$ cat src/core/psc_map.vh
`ifndef PSC_MAP_VH
`define PSC_MAP_VH

`define PSC_DEG_LAST     9'd359
`define PSC_EAC_LO       9'd225
`define PSC_EAC_HI       9'd290
`define PSC_LAC_LO       9'd315
`define PSC_LAC_HI       9'd350
`define PSC_X12_LO       9'd20
`define PSC_X12_HI       9'd40
`define PSC_ZCM_LO       9'd295
`define PSC_ZCM_HI       9'd310
`define PSC_XFER_DEG     9'd312
`define PSC_CLUTCH_DEG   9'd300
`define PSC_CAM_LO       9'd225
`define PSC_CAM_HI       9'd358

`define PSC_CYCLE_MS     600
`define PSC_CLK_KHZ      25000
`define PSC_DEG_CLKS     ((`PSC_CYCLE_MS * `PSC_CLK_KHZ) / 360)

`define PSC_OFF_CTRL     8'h00
`define PSC_OFF_STATUS   8'h04
`define PSC_OFF_NPCNT    8'h08
`define PSC_OFF_ZSCNT    8'h0C

`define PSC_CTRL_RUN     0
`define PSC_CTRL_CLR     1
`define PSC_CTRL_RESET   1'b0

`define PSC_ST_EAC       0
`define PSC_ST_LAC       1
`define PSC_ST_ZSL       2
`define PSC_ST_NPL       3
`define PSC_ST_ZCM       4
`define PSC_ST_CLUTCH    5
`define PSC_ST_SPEED     6
`define PSC_ST_DEG_LO    16

`endif

$ cat src/core/psc_latch.v
`timescale 1ns/10ps
`include "psc_map.vh"

module psc_latch (
  input  wire i_clk,   // system clock
  input  wire i_rst,   // sync reset, high
  input  wire i_pick,  // pick impulse
  input  wire i_hold,  // hold cam contact closed
  output reg  o_q      // latch state
);

  // pick wins over a cam opening in the same cycle
  always @(posedge i_clk) begin
    if (i_rst) begin
      o_q <= 1'b0;
    end else begin
      o_q <= i_pick | (o_q & i_hold);
    end
  end

endmodule

$ cat src/core/psc_core.v
`timescale 1ns/10ps
`include "psc_map.vh"

module psc_core #(
  parameter NBARS      = 43,
  parameter P_DEG_CLKS = `PSC_DEG_CLKS
) (
  input  wire             i_clk,             // system clock
  input  wire             i_rst,             // sync reset, high
  input  wire             i_psel,            // apb select
  input  wire             i_penable,         // apb enable
  input  wire             i_pwrite,          // apb write
  input  wire [7:0]       i_paddr,           // apb byte address
  input  wire [31:0]      i_pwdata,          // apb write data
  output reg  [31:0]      o_prdata,          // apb read data
  output wire             o_pready,          // apb ready
  output wire             o_pslverr,         // apb error
  input  wire             i_card_cycle,      // this cycle feeds cards
  input  wire             i_program_cycle,   // this cycle is a program cycle
  input  wire             i_list_hub,        // list hub impulse
  input  wire             i_zone_sup_hub,    // common suppress hub impulse
  input  wire             i_zone_sup_brush,  // x or 12 brush impulse
  input  wire             i_nonprint_hub,    // non-print via pilot selector
  input  wire [NBARS-1:0] i_zone_read,       // zoning from second brushes
  output reg              o_early_cycle_window, // early window active
  output reg              o_late_cycle_window,  // late window active
  output reg              o_all_cycles_imp,  // all cycles hub emit
  output reg              o_card_cycles_imp, // card cycles hub emit
  output reg              o_program_imp,     // program level hub emit
  output reg              o_zone_control_magnet, // zone control magnet
  output reg              o_zone_transfer_relay, // zone transfer relay
  output reg  [NBARS-1:0] o_bar_zone,        // zoning on type bars
  output reg              o_print_clutch,    // print clutch magnet
  output reg              o_speed_shift_relay, // high speed feed
  output reg              o_carriage_space,  // carriage space pulse
  output wire             o_zone_suppress_latch, // zone latch state
  output wire             o_nonprint_latch   // non-print latch state
);

  localparam ST_IDLE = 3'b001;
  localparam ST_RUN  = 3'b010;
  localparam ST_WRAP = 3'b100;

  reg  [2:0]  state;
  reg  [2:0]  next_state;
  reg  [15:0] tick_cnt;
  reg  [8:0]  deg;
  reg         ctrl_run;
  reg         list_req;
  reg         zcm_done;
  reg         clutch_done;
  reg         np_seen;
  reg         zs_seen;
  reg  [15:0] np_cnt;
  reg  [15:0] zs_cnt;
  wire        deg_tick;
  wire        cycle_end;
  wire        in_eac;
  wire        in_lac;
  wire        in_any;
  wire        in_x12;
  wire        in_zcm;
  wire        cam_closed;
  wire        zs_pick;
  wire        np_pick;
  wire        zcm_ok;
  wire        apb_wr;
  wire        apb_setup;
  reg  [31:0] rd_word;

  function in_span;
    input [8:0] d;
    input [8:0] lo;
    input [8:0] hi;
    begin
      in_span = (d >= lo) && (d <= hi);
    end
  endfunction

  function addr_hit;
    input [7:0] a;
    begin
      addr_hit = (a == `PSC_OFF_CTRL) || (a == `PSC_OFF_STATUS) ||
                 (a == `PSC_OFF_NPCNT) || (a == `PSC_OFF_ZSCNT);
    end
  endfunction

  // machine cycle sequencing
  always @* begin
    case (state)
      ST_IDLE: begin
        next_state = ctrl_run ? ST_RUN : ST_IDLE;
      end
      ST_RUN: begin
        next_state = cycle_end ? ST_WRAP : ST_RUN;
      end
      ST_WRAP: begin
        next_state = ctrl_run ? ST_RUN : ST_IDLE;
      end
      default: begin
        next_state = ST_IDLE;
      end
    endcase
  end

  always @(posedge i_clk) begin
    if (i_rst) begin
      state <= ST_IDLE;
    end else begin
      state <= next_state;
    end
  end

  assign deg_tick  = (state == ST_RUN) && (tick_cnt == P_DEG_CLKS[15:0] - 16'h0001);
  assign cycle_end = deg_tick && (deg == `PSC_DEG_LAST);

  // a stop request lets the running cycle finish first: it parks at 0 degrees between cycles
  always @(posedge i_clk) begin
    if (i_rst) begin
      tick_cnt <= 16'h0000;
      deg      <= 9'h000;
    end else if (state != ST_RUN) begin
      tick_cnt <= 16'h0000;
      deg      <= 9'h000;
    end else if (deg_tick) begin
      tick_cnt <= 16'h0000;
      deg      <= cycle_end ? 9'h000 : deg + 9'h001;
    end else begin
      tick_cnt <= tick_cnt + 16'h0001;
    end
  end

  assign in_eac     = (state == ST_RUN) && in_span(deg, `PSC_EAC_LO, `PSC_EAC_HI);
  assign in_lac     = (state == ST_RUN) && in_span(deg, `PSC_LAC_LO, `PSC_LAC_HI);
  assign in_any     = in_eac | in_lac;
  assign in_x12     = (state == ST_RUN) && in_span(deg, `PSC_X12_LO, `PSC_X12_HI);
  assign in_zcm     = (state == ST_RUN) && in_span(deg, `PSC_ZCM_LO, `PSC_ZCM_HI);
  assign cam_closed = (state == ST_RUN) && in_span(deg, `PSC_CAM_LO, `PSC_CAM_HI);

  // hub impulses outside the windows, and brush impulses outside deg 20..40, are simply not seen
  assign zs_pick = (i_zone_sup_hub & in_any) | (i_zone_sup_brush & in_x12);
  assign np_pick = i_nonprint_hub & in_any;

  psc_latch u_zone_latch (
    .i_clk  (i_clk),
    .i_rst  (i_rst),
    .i_pick (zs_pick),
    .i_hold (cam_closed),
    .o_q    (o_zone_suppress_latch)
  );

  psc_latch u_np_latch (
    .i_clk  (i_clk),
    .i_rst  (i_rst),
    .i_pick (np_pick),
    .i_hold (cam_closed),
    .o_q    (o_nonprint_latch)
  );

  // brush x/12 comes early, before the hold cam closes: keep it until the cycle ends
  always @(posedge i_clk) begin
    if (i_rst) begin
      zs_seen <= 1'b0;
    end else if (cycle_end) begin
      zs_seen <= 1'b0;
    end else if (zs_pick) begin
      zs_seen <= 1'b1;
    end
  end

  // the list hub is gated to the early window only
  always @(posedge i_clk) begin
    if (i_rst) begin
      list_req <= 1'b0;
    end else if (i_list_hub & in_eac) begin
      list_req <= 1'b1;
    end else if (cycle_end) begin
      list_req <= 1'b0;
    end
  end

  assign zcm_ok = i_card_cycle & ~zs_seen & ~o_zone_suppress_latch & ~o_nonprint_latch;

  always @(posedge i_clk) begin
    if (i_rst) begin
      o_zone_control_magnet <= 1'b0;
      o_zone_transfer_relay <= 1'b0;
      zcm_done              <= 1'b0;
    end else begin
      o_zone_control_magnet <= in_zcm & zcm_ok;
      o_zone_transfer_relay <= in_zcm & zcm_ok;
      if (cycle_end) begin
        zcm_done <= 1'b0;
      end else if (o_zone_control_magnet) begin
        zcm_done <= 1'b1;
      end
    end
  end

  // each bar takes its zoning only once the magnet has worked this cycle;
  // the transfer relay has already dropped by then, so the magnet memory gates the load
  genvar b;
  generate
    for (b = 0; b < NBARS; b = b + 1) begin : g_bar
      always @(posedge i_clk) begin
        if (i_rst) begin
          o_bar_zone[b] <= 1'b0;
        end else if (cycle_end) begin
          o_bar_zone[b] <= 1'b0;
        end else if ((deg == `PSC_XFER_DEG) && deg_tick && zcm_done) begin
          o_bar_zone[b] <= i_zone_read[b];
        end
      end
    end
  endgenerate

  // clutch picks after the early window, so a non-print there is already latched
  always @(posedge i_clk) begin
    if (i_rst) begin
      o_print_clutch <= 1'b0;
      clutch_done    <= 1'b0;
    end else if (cycle_end) begin
      o_print_clutch <= 1'b0;
      clutch_done    <= 1'b0;
    end else begin
      o_print_clutch <= (deg == `PSC_CLUTCH_DEG) && (state == ST_RUN) &&
                        (list_req | i_program_cycle) && ~o_nonprint_latch;
      if (o_print_clutch) begin
        clutch_done <= 1'b1;
      end
    end
  end

  // spacing only follows a cycle in which the print cams turned
  always @(posedge i_clk) begin
    if (i_rst) begin
      o_carriage_space <= 1'b0;
    end else begin
      o_carriage_space <= cycle_end & clutch_done & ~np_seen;
    end
  end

  always @(posedge i_clk) begin
    if (i_rst) begin
      np_seen             <= 1'b0;
      o_speed_shift_relay <= 1'b0;
    end else begin
      o_speed_shift_relay <= o_nonprint_latch;
      if (cycle_end) begin
        np_seen <= 1'b0;
      end else if (o_nonprint_latch) begin
        np_seen <= 1'b1;
      end
    end
  end

  // hub emitters run in both windows
  always @(posedge i_clk) begin
    if (i_rst) begin
      o_early_cycle_window <= 1'b0;
      o_late_cycle_window  <= 1'b0;
      o_all_cycles_imp     <= 1'b0;
      o_card_cycles_imp    <= 1'b0;
      o_program_imp        <= 1'b0;
    end else begin
      o_early_cycle_window <= in_eac;
      o_late_cycle_window  <= in_lac;
      o_all_cycles_imp     <= in_any;
      o_card_cycles_imp    <= in_any & i_card_cycle;
      o_program_imp        <= in_any & i_program_cycle;
    end
  end

  // apb slave: zero wait states, unmapped addresses error
  assign apb_setup = i_psel & ~i_penable;
  assign apb_wr    = i_psel & i_penable & i_pwrite & addr_hit(i_paddr);
  assign o_pready  = 1'b1;
  assign o_pslverr = i_psel & i_penable & ~addr_hit(i_paddr);

  always @(posedge i_clk) begin
    if (i_rst) begin
      ctrl_run <= `PSC_CTRL_RESET;
    end else if (apb_wr && (i_paddr == `PSC_OFF_CTRL)) begin
      ctrl_run <= i_pwdata[`PSC_CTRL_RUN];
    end
  end

  // counters saturate rather than wrap so a long run never looks quiet
  always @(posedge i_clk) begin
    if (i_rst) begin
      np_cnt <= 16'h0000;
      zs_cnt <= 16'h0000;
    end else if (apb_wr && (i_paddr == `PSC_OFF_CTRL) && i_pwdata[`PSC_CTRL_CLR]) begin
      np_cnt <= 16'h0000;
      zs_cnt <= 16'h0000;
    end else if (cycle_end) begin
      if (np_seen && (np_cnt != 16'hFFFF)) begin
        np_cnt <= np_cnt + 16'h0001;
      end
      if (zs_seen && (zs_cnt != 16'hFFFF)) begin
        zs_cnt <= zs_cnt + 16'h0001;
      end
    end
  end

  always @* begin
    rd_word = 32'h00000000;
    case (i_paddr)
      `PSC_OFF_CTRL: begin
        rd_word[`PSC_CTRL_RUN] = ctrl_run;
      end
      `PSC_OFF_STATUS: begin
        rd_word[`PSC_ST_EAC]    = o_early_cycle_window;
        rd_word[`PSC_ST_LAC]    = o_late_cycle_window;
        rd_word[`PSC_ST_ZSL]    = o_zone_suppress_latch;
        rd_word[`PSC_ST_NPL]    = o_nonprint_latch;
        rd_word[`PSC_ST_ZCM]    = o_zone_control_magnet;
        rd_word[`PSC_ST_CLUTCH] = o_print_clutch;
        rd_word[`PSC_ST_SPEED]  = o_speed_shift_relay;
        rd_word[`PSC_ST_DEG_LO +: 9] = deg;
      end
      `PSC_OFF_NPCNT: begin
        rd_word[15:0] = np_cnt;
      end
      `PSC_OFF_ZSCNT: begin
        rd_word[15:0] = zs_cnt;
      end
      default: begin
        rd_word = 32'h00000000;
      end
    endcase
  end

  // read data is captured in the setup cycle and stands through the access cycle
  always @(posedge i_clk) begin
    if (i_rst) begin
      o_prdata <= 32'h00000000;
    end else if (apb_setup) begin
      o_prdata <= rd_word;
    end
  end

endmodule

$ cat config.mk
export PLATFORM = sky130hd
export DESIGN_NAME = psc_core
export DESIGN_NICKNAME = d
export VERILOG_FILES = /design/src/core/psc_latch.v /design/src/core/psc_core.v
export VERILOG_INCLUDE_DIRS = /design/src /design/src/core
export SDC_FILE = /design/constraint.sdc
export NUM_CORES = 1
export LEC_CHECK = 0
export ABC_AREA = 0
export BUFFER_PORTS_ARGS = -buffer_cell sky130_fd_sc_hd__buf_2
export CAP_MARGIN = 10
export CORE_MARGIN = 2
export CORE_UTILIZATION = 40
export DETAILED_ROUTE_END_ITERATION = 7
export SETUP_SLACK_MARGIN = 0.3
export SLEW_MARGIN = 20
export SYNTH_ARGS = -nofsm -noshare
export SYNTH_HDL_FRONTEND = slang
export SYNTH_HIERARCHICAL = 1
export SYNTH_SLANG_ARGS = --single-unit
$ cat constraint.sdc
create_clock -name i_clk -period 3.1 [get_ports i_clk]
set_input_delay 0.155 -clock i_clk [delete_from_list [all_inputs] [get_ports i_clk]]
set_output_delay 0.155 -clock i_clk [all_outputs]
set_load 0.02 [all_outputs]
==> run metrics <==
run status=finished, final reports clean; fmax=around 0.38 GHz; clock power share=49.6%; number of cell rows=46; Clock Tree Buf Depth=2; diodes inserted=0; critical path arrival=2.97 ns; Final nets=around 1000; ys async rst share=0%; Worst path top cell family by delay=simple AND/OR/NAND/NOR gates; net switching power figure=roughly 930 uW; RSZ-0062 raised after global routing=no; Worst Path Required=around 3.5 ns; number of fill cells=approximately 1400; gr ovfl total=0; CP max-delay cell=or4_1; Leak=around 3.3 nW; Yosys top cell by area=dfxtp_1; critical path class=flip-flop to flip-flop; post-DR wirelength/cell=about 16 um; ranking of synthesized cells by area=dfxtp_1 45%, mux2i_1 7.1%, nor2_1 6.6%; CTS tree=built; Worst Hold Depth=3; first-pass GRT wire length=28080 um; Detail Route Antenna Nets=0; Post-Place Cells=around 1000; Slew HR=43.26%; max layer used=met4; sequential share of the synthesized area=45.48%; P_int=3.143 mW; Port Buf Inserts=between 100 and 150; number of synthesized register bits=145; die area=16980 sq um; final period utilization=84.65%; Hold/Removal Path Class=input port to flip-flop; power density cells=485.0 nW/um^2; Die X=130.3 um; CTS Sinks=between 100 and 150; Crit Path Max Fanout=23; vias per cell=~5.4; setup TNS=0 ns; CTS Root Cell=clkbuf_16; RD Place Congestion=0.8878; crit path buf inv count=1; initial drt markers=476; Skew-Pair Late Insertion Delay=around 0.43 ns; vias post-DR=6052; synthesized cell area=6382 sq um; I/O Pins=183; Final Skew=between 0.008 and 0.009 ns; proportion of layout cells with a drive suffix above 1=a little under a quarter; Routed met3 length=between 900 and 1000 um; reg2reg path depth=6; Crit path largest cell delay=0.51 ns; Syn Inst Count=slightly above 700; Final Non-Filler Cells=1128; sw frac=a little under a quarter; met1 wire length=roughly 7500 um; Clock transition at path regs=around 0.060 ns; metal2 WL=roughly 8800 um; syn avg cell area=roughly 9 sq um; die height=130.3 um; hold_ws=approximately 0.067 ns; CORE AREA=15710 sq um; GR Util All Layers=20.87%; largest net degree at the start of global routing=48; Ys Warns=6; First-pass DRT Iterations=5; H-tree Lvls=4; vias in the first global route=just under 6000; DRC errors left=0; Worst VDD drop=roughly 0.33 mV; post-synth cell types=55; fin. max-slew vios=0; Post-synth EDFFs=0; worst path cell trace=or4b_1, or2_0, or3_1, buf_4, or4_1, a21oi_1; starting density of the core=40.62%; Synth top area share=a little under half; final hold violations=0; final wirelength=approximately 18000 um; Stages on worst setup path=6; Post-CTS Setup Bufs=0; total power=approximately 4 mW; ys flop type=dfxtp_1; sequential power share=a little under half; Max Cap Viol=0; hpwl dp=12150 um; combinational power share=between 4 and 5%; synth cell count leaders=145 x dfxtp_1, 113 x nor2_1, 45 x mux2i_1, 37 x a21oi_1, 37 x nand2_1; Crit. End Element=flip-flop; setup slack, reg-to-reg=roughly 0.48 ns; count leader, synth=dfxtp_1; min Tclk post-route=2.624 ns; crit start category=flip-flop; initial antenna violation count=0; Worst-Margin Slew=between 0.8 and 0.9 ns; CTS Buf Count=17; area grow syn2layout=31.66%; Finish-stage setup viols=0
-- kinds of logic after synthesis --
logic type / count (synthesis) / share of synthesized area, %
DFF: 145 / 45.48
and+or+nand+nor: 299 / 23.94
muxes: 53 / 8.645
other: 2 / 0.1177
adders and majority gates: 8 / 1.568
AOI/OAI and AO/OA: 122 / 12.84
xor gates and xnor gates: 22 / 3.019
buffers and inverters: 62 / 4.391
-- cells in the final DEF, fill, tap and decap left out, drive strengths merged, types with 12 or more instances in the layout --
master	netlist	final
dlygate4sd3	0	47
a21oi	37	37
inv	13	18
o21ai	15	15
or4	16	16
or3	14	14
nor2	113	113
xnor2	12	12
nand3	23	23
o31ai	18	18
dfxtp	145	145
clkbuf	29	20
a22oi	16	16
mux2i	45	45
buf	20	163
nand2	37	37
nand4	13	13
nor3	22	22
-- area by class of cell --
| type | instances | area [sq um] | area share (%) |
|---|---|---|---|
| clock inverter | 12 | 121.4 | 1.444 |
| clock buffer | 20 | 466.7 | 5.554 |
| tap | 216 | 270.3 | 3.216 |
| sequential | 145 | 2903 | 34.54 |
| multi-input combinational | 512 | 3234 | 38.49 |
| inverter | 13 | 48.80 | 0.5807 |
| timing repair buffer | 210 | 1359 | 16.17 |
-- tightest hold or removal path: stages --
cell     delay (ns)
buf_2          0.10
o21ai_0        0.09
a31oi_1        0.09
-- layer usage --
metal	up-vias	GRT usage, %
met5	-	0
met4	0	9.171
met3	47	5.617
met2	191	35.20
met1	2878	25.01
li1	2936	-
-- path summary, 6_finish.rpt --
check                 start          end
min          i_zone_sup_hub      zs_seen
max reg2reg          deg[8]   zs_cnt[12]
min reg2reg     clutch_done  clutch_done
max                  deg[8]   zs_cnt[12]
-- state kept, by name, indices dropped and copies added (netlist names), 3 cells and up --
signal / count
o_bar_zone: 43
o_prdata: 25
np_cnt: 16
tick_cnt: 16
zs_cnt: 16
deg: 9
state: 3
-- power by group through the flow --
stage / sequential [mW] / clock (mW) / combinational, mW
after floorplan: 1.92 / 0 / 0.0687
after global placement: 1.91 / 0 / 0.133
after detailed placement: 1.91 / 0 / 0.136
after CTS: 1.87 / 2.06 / 0.182
after global routing: 1.87 / 2.15 / 0.200
final: 1.87 / 2.02 / 0.184
-- stage by stage --
step	setup slack, ns	utilization (%)	cell area [sq um]
5_1_grt	0.3268	53.48	8403
4_1_cts	0.4776	53.44	8397
6_report	0.4758	53.48	8403
3_5_place_dp	0.4902	46.70	7338
2_1_floorplan	0.7515	-	6405
3_3_place_gp	0.5334	46.70	7338
-- timing repair --
item / 4_1_cts / 5_1_grt
resized for setup: 0 / 1
hold buffers: 47 / 0
endpoints found under the setup margin: 0 / 2
endpoints found under the hold margin: 47 / 0
Note: power is estimated with default switching activity, not from simulation.
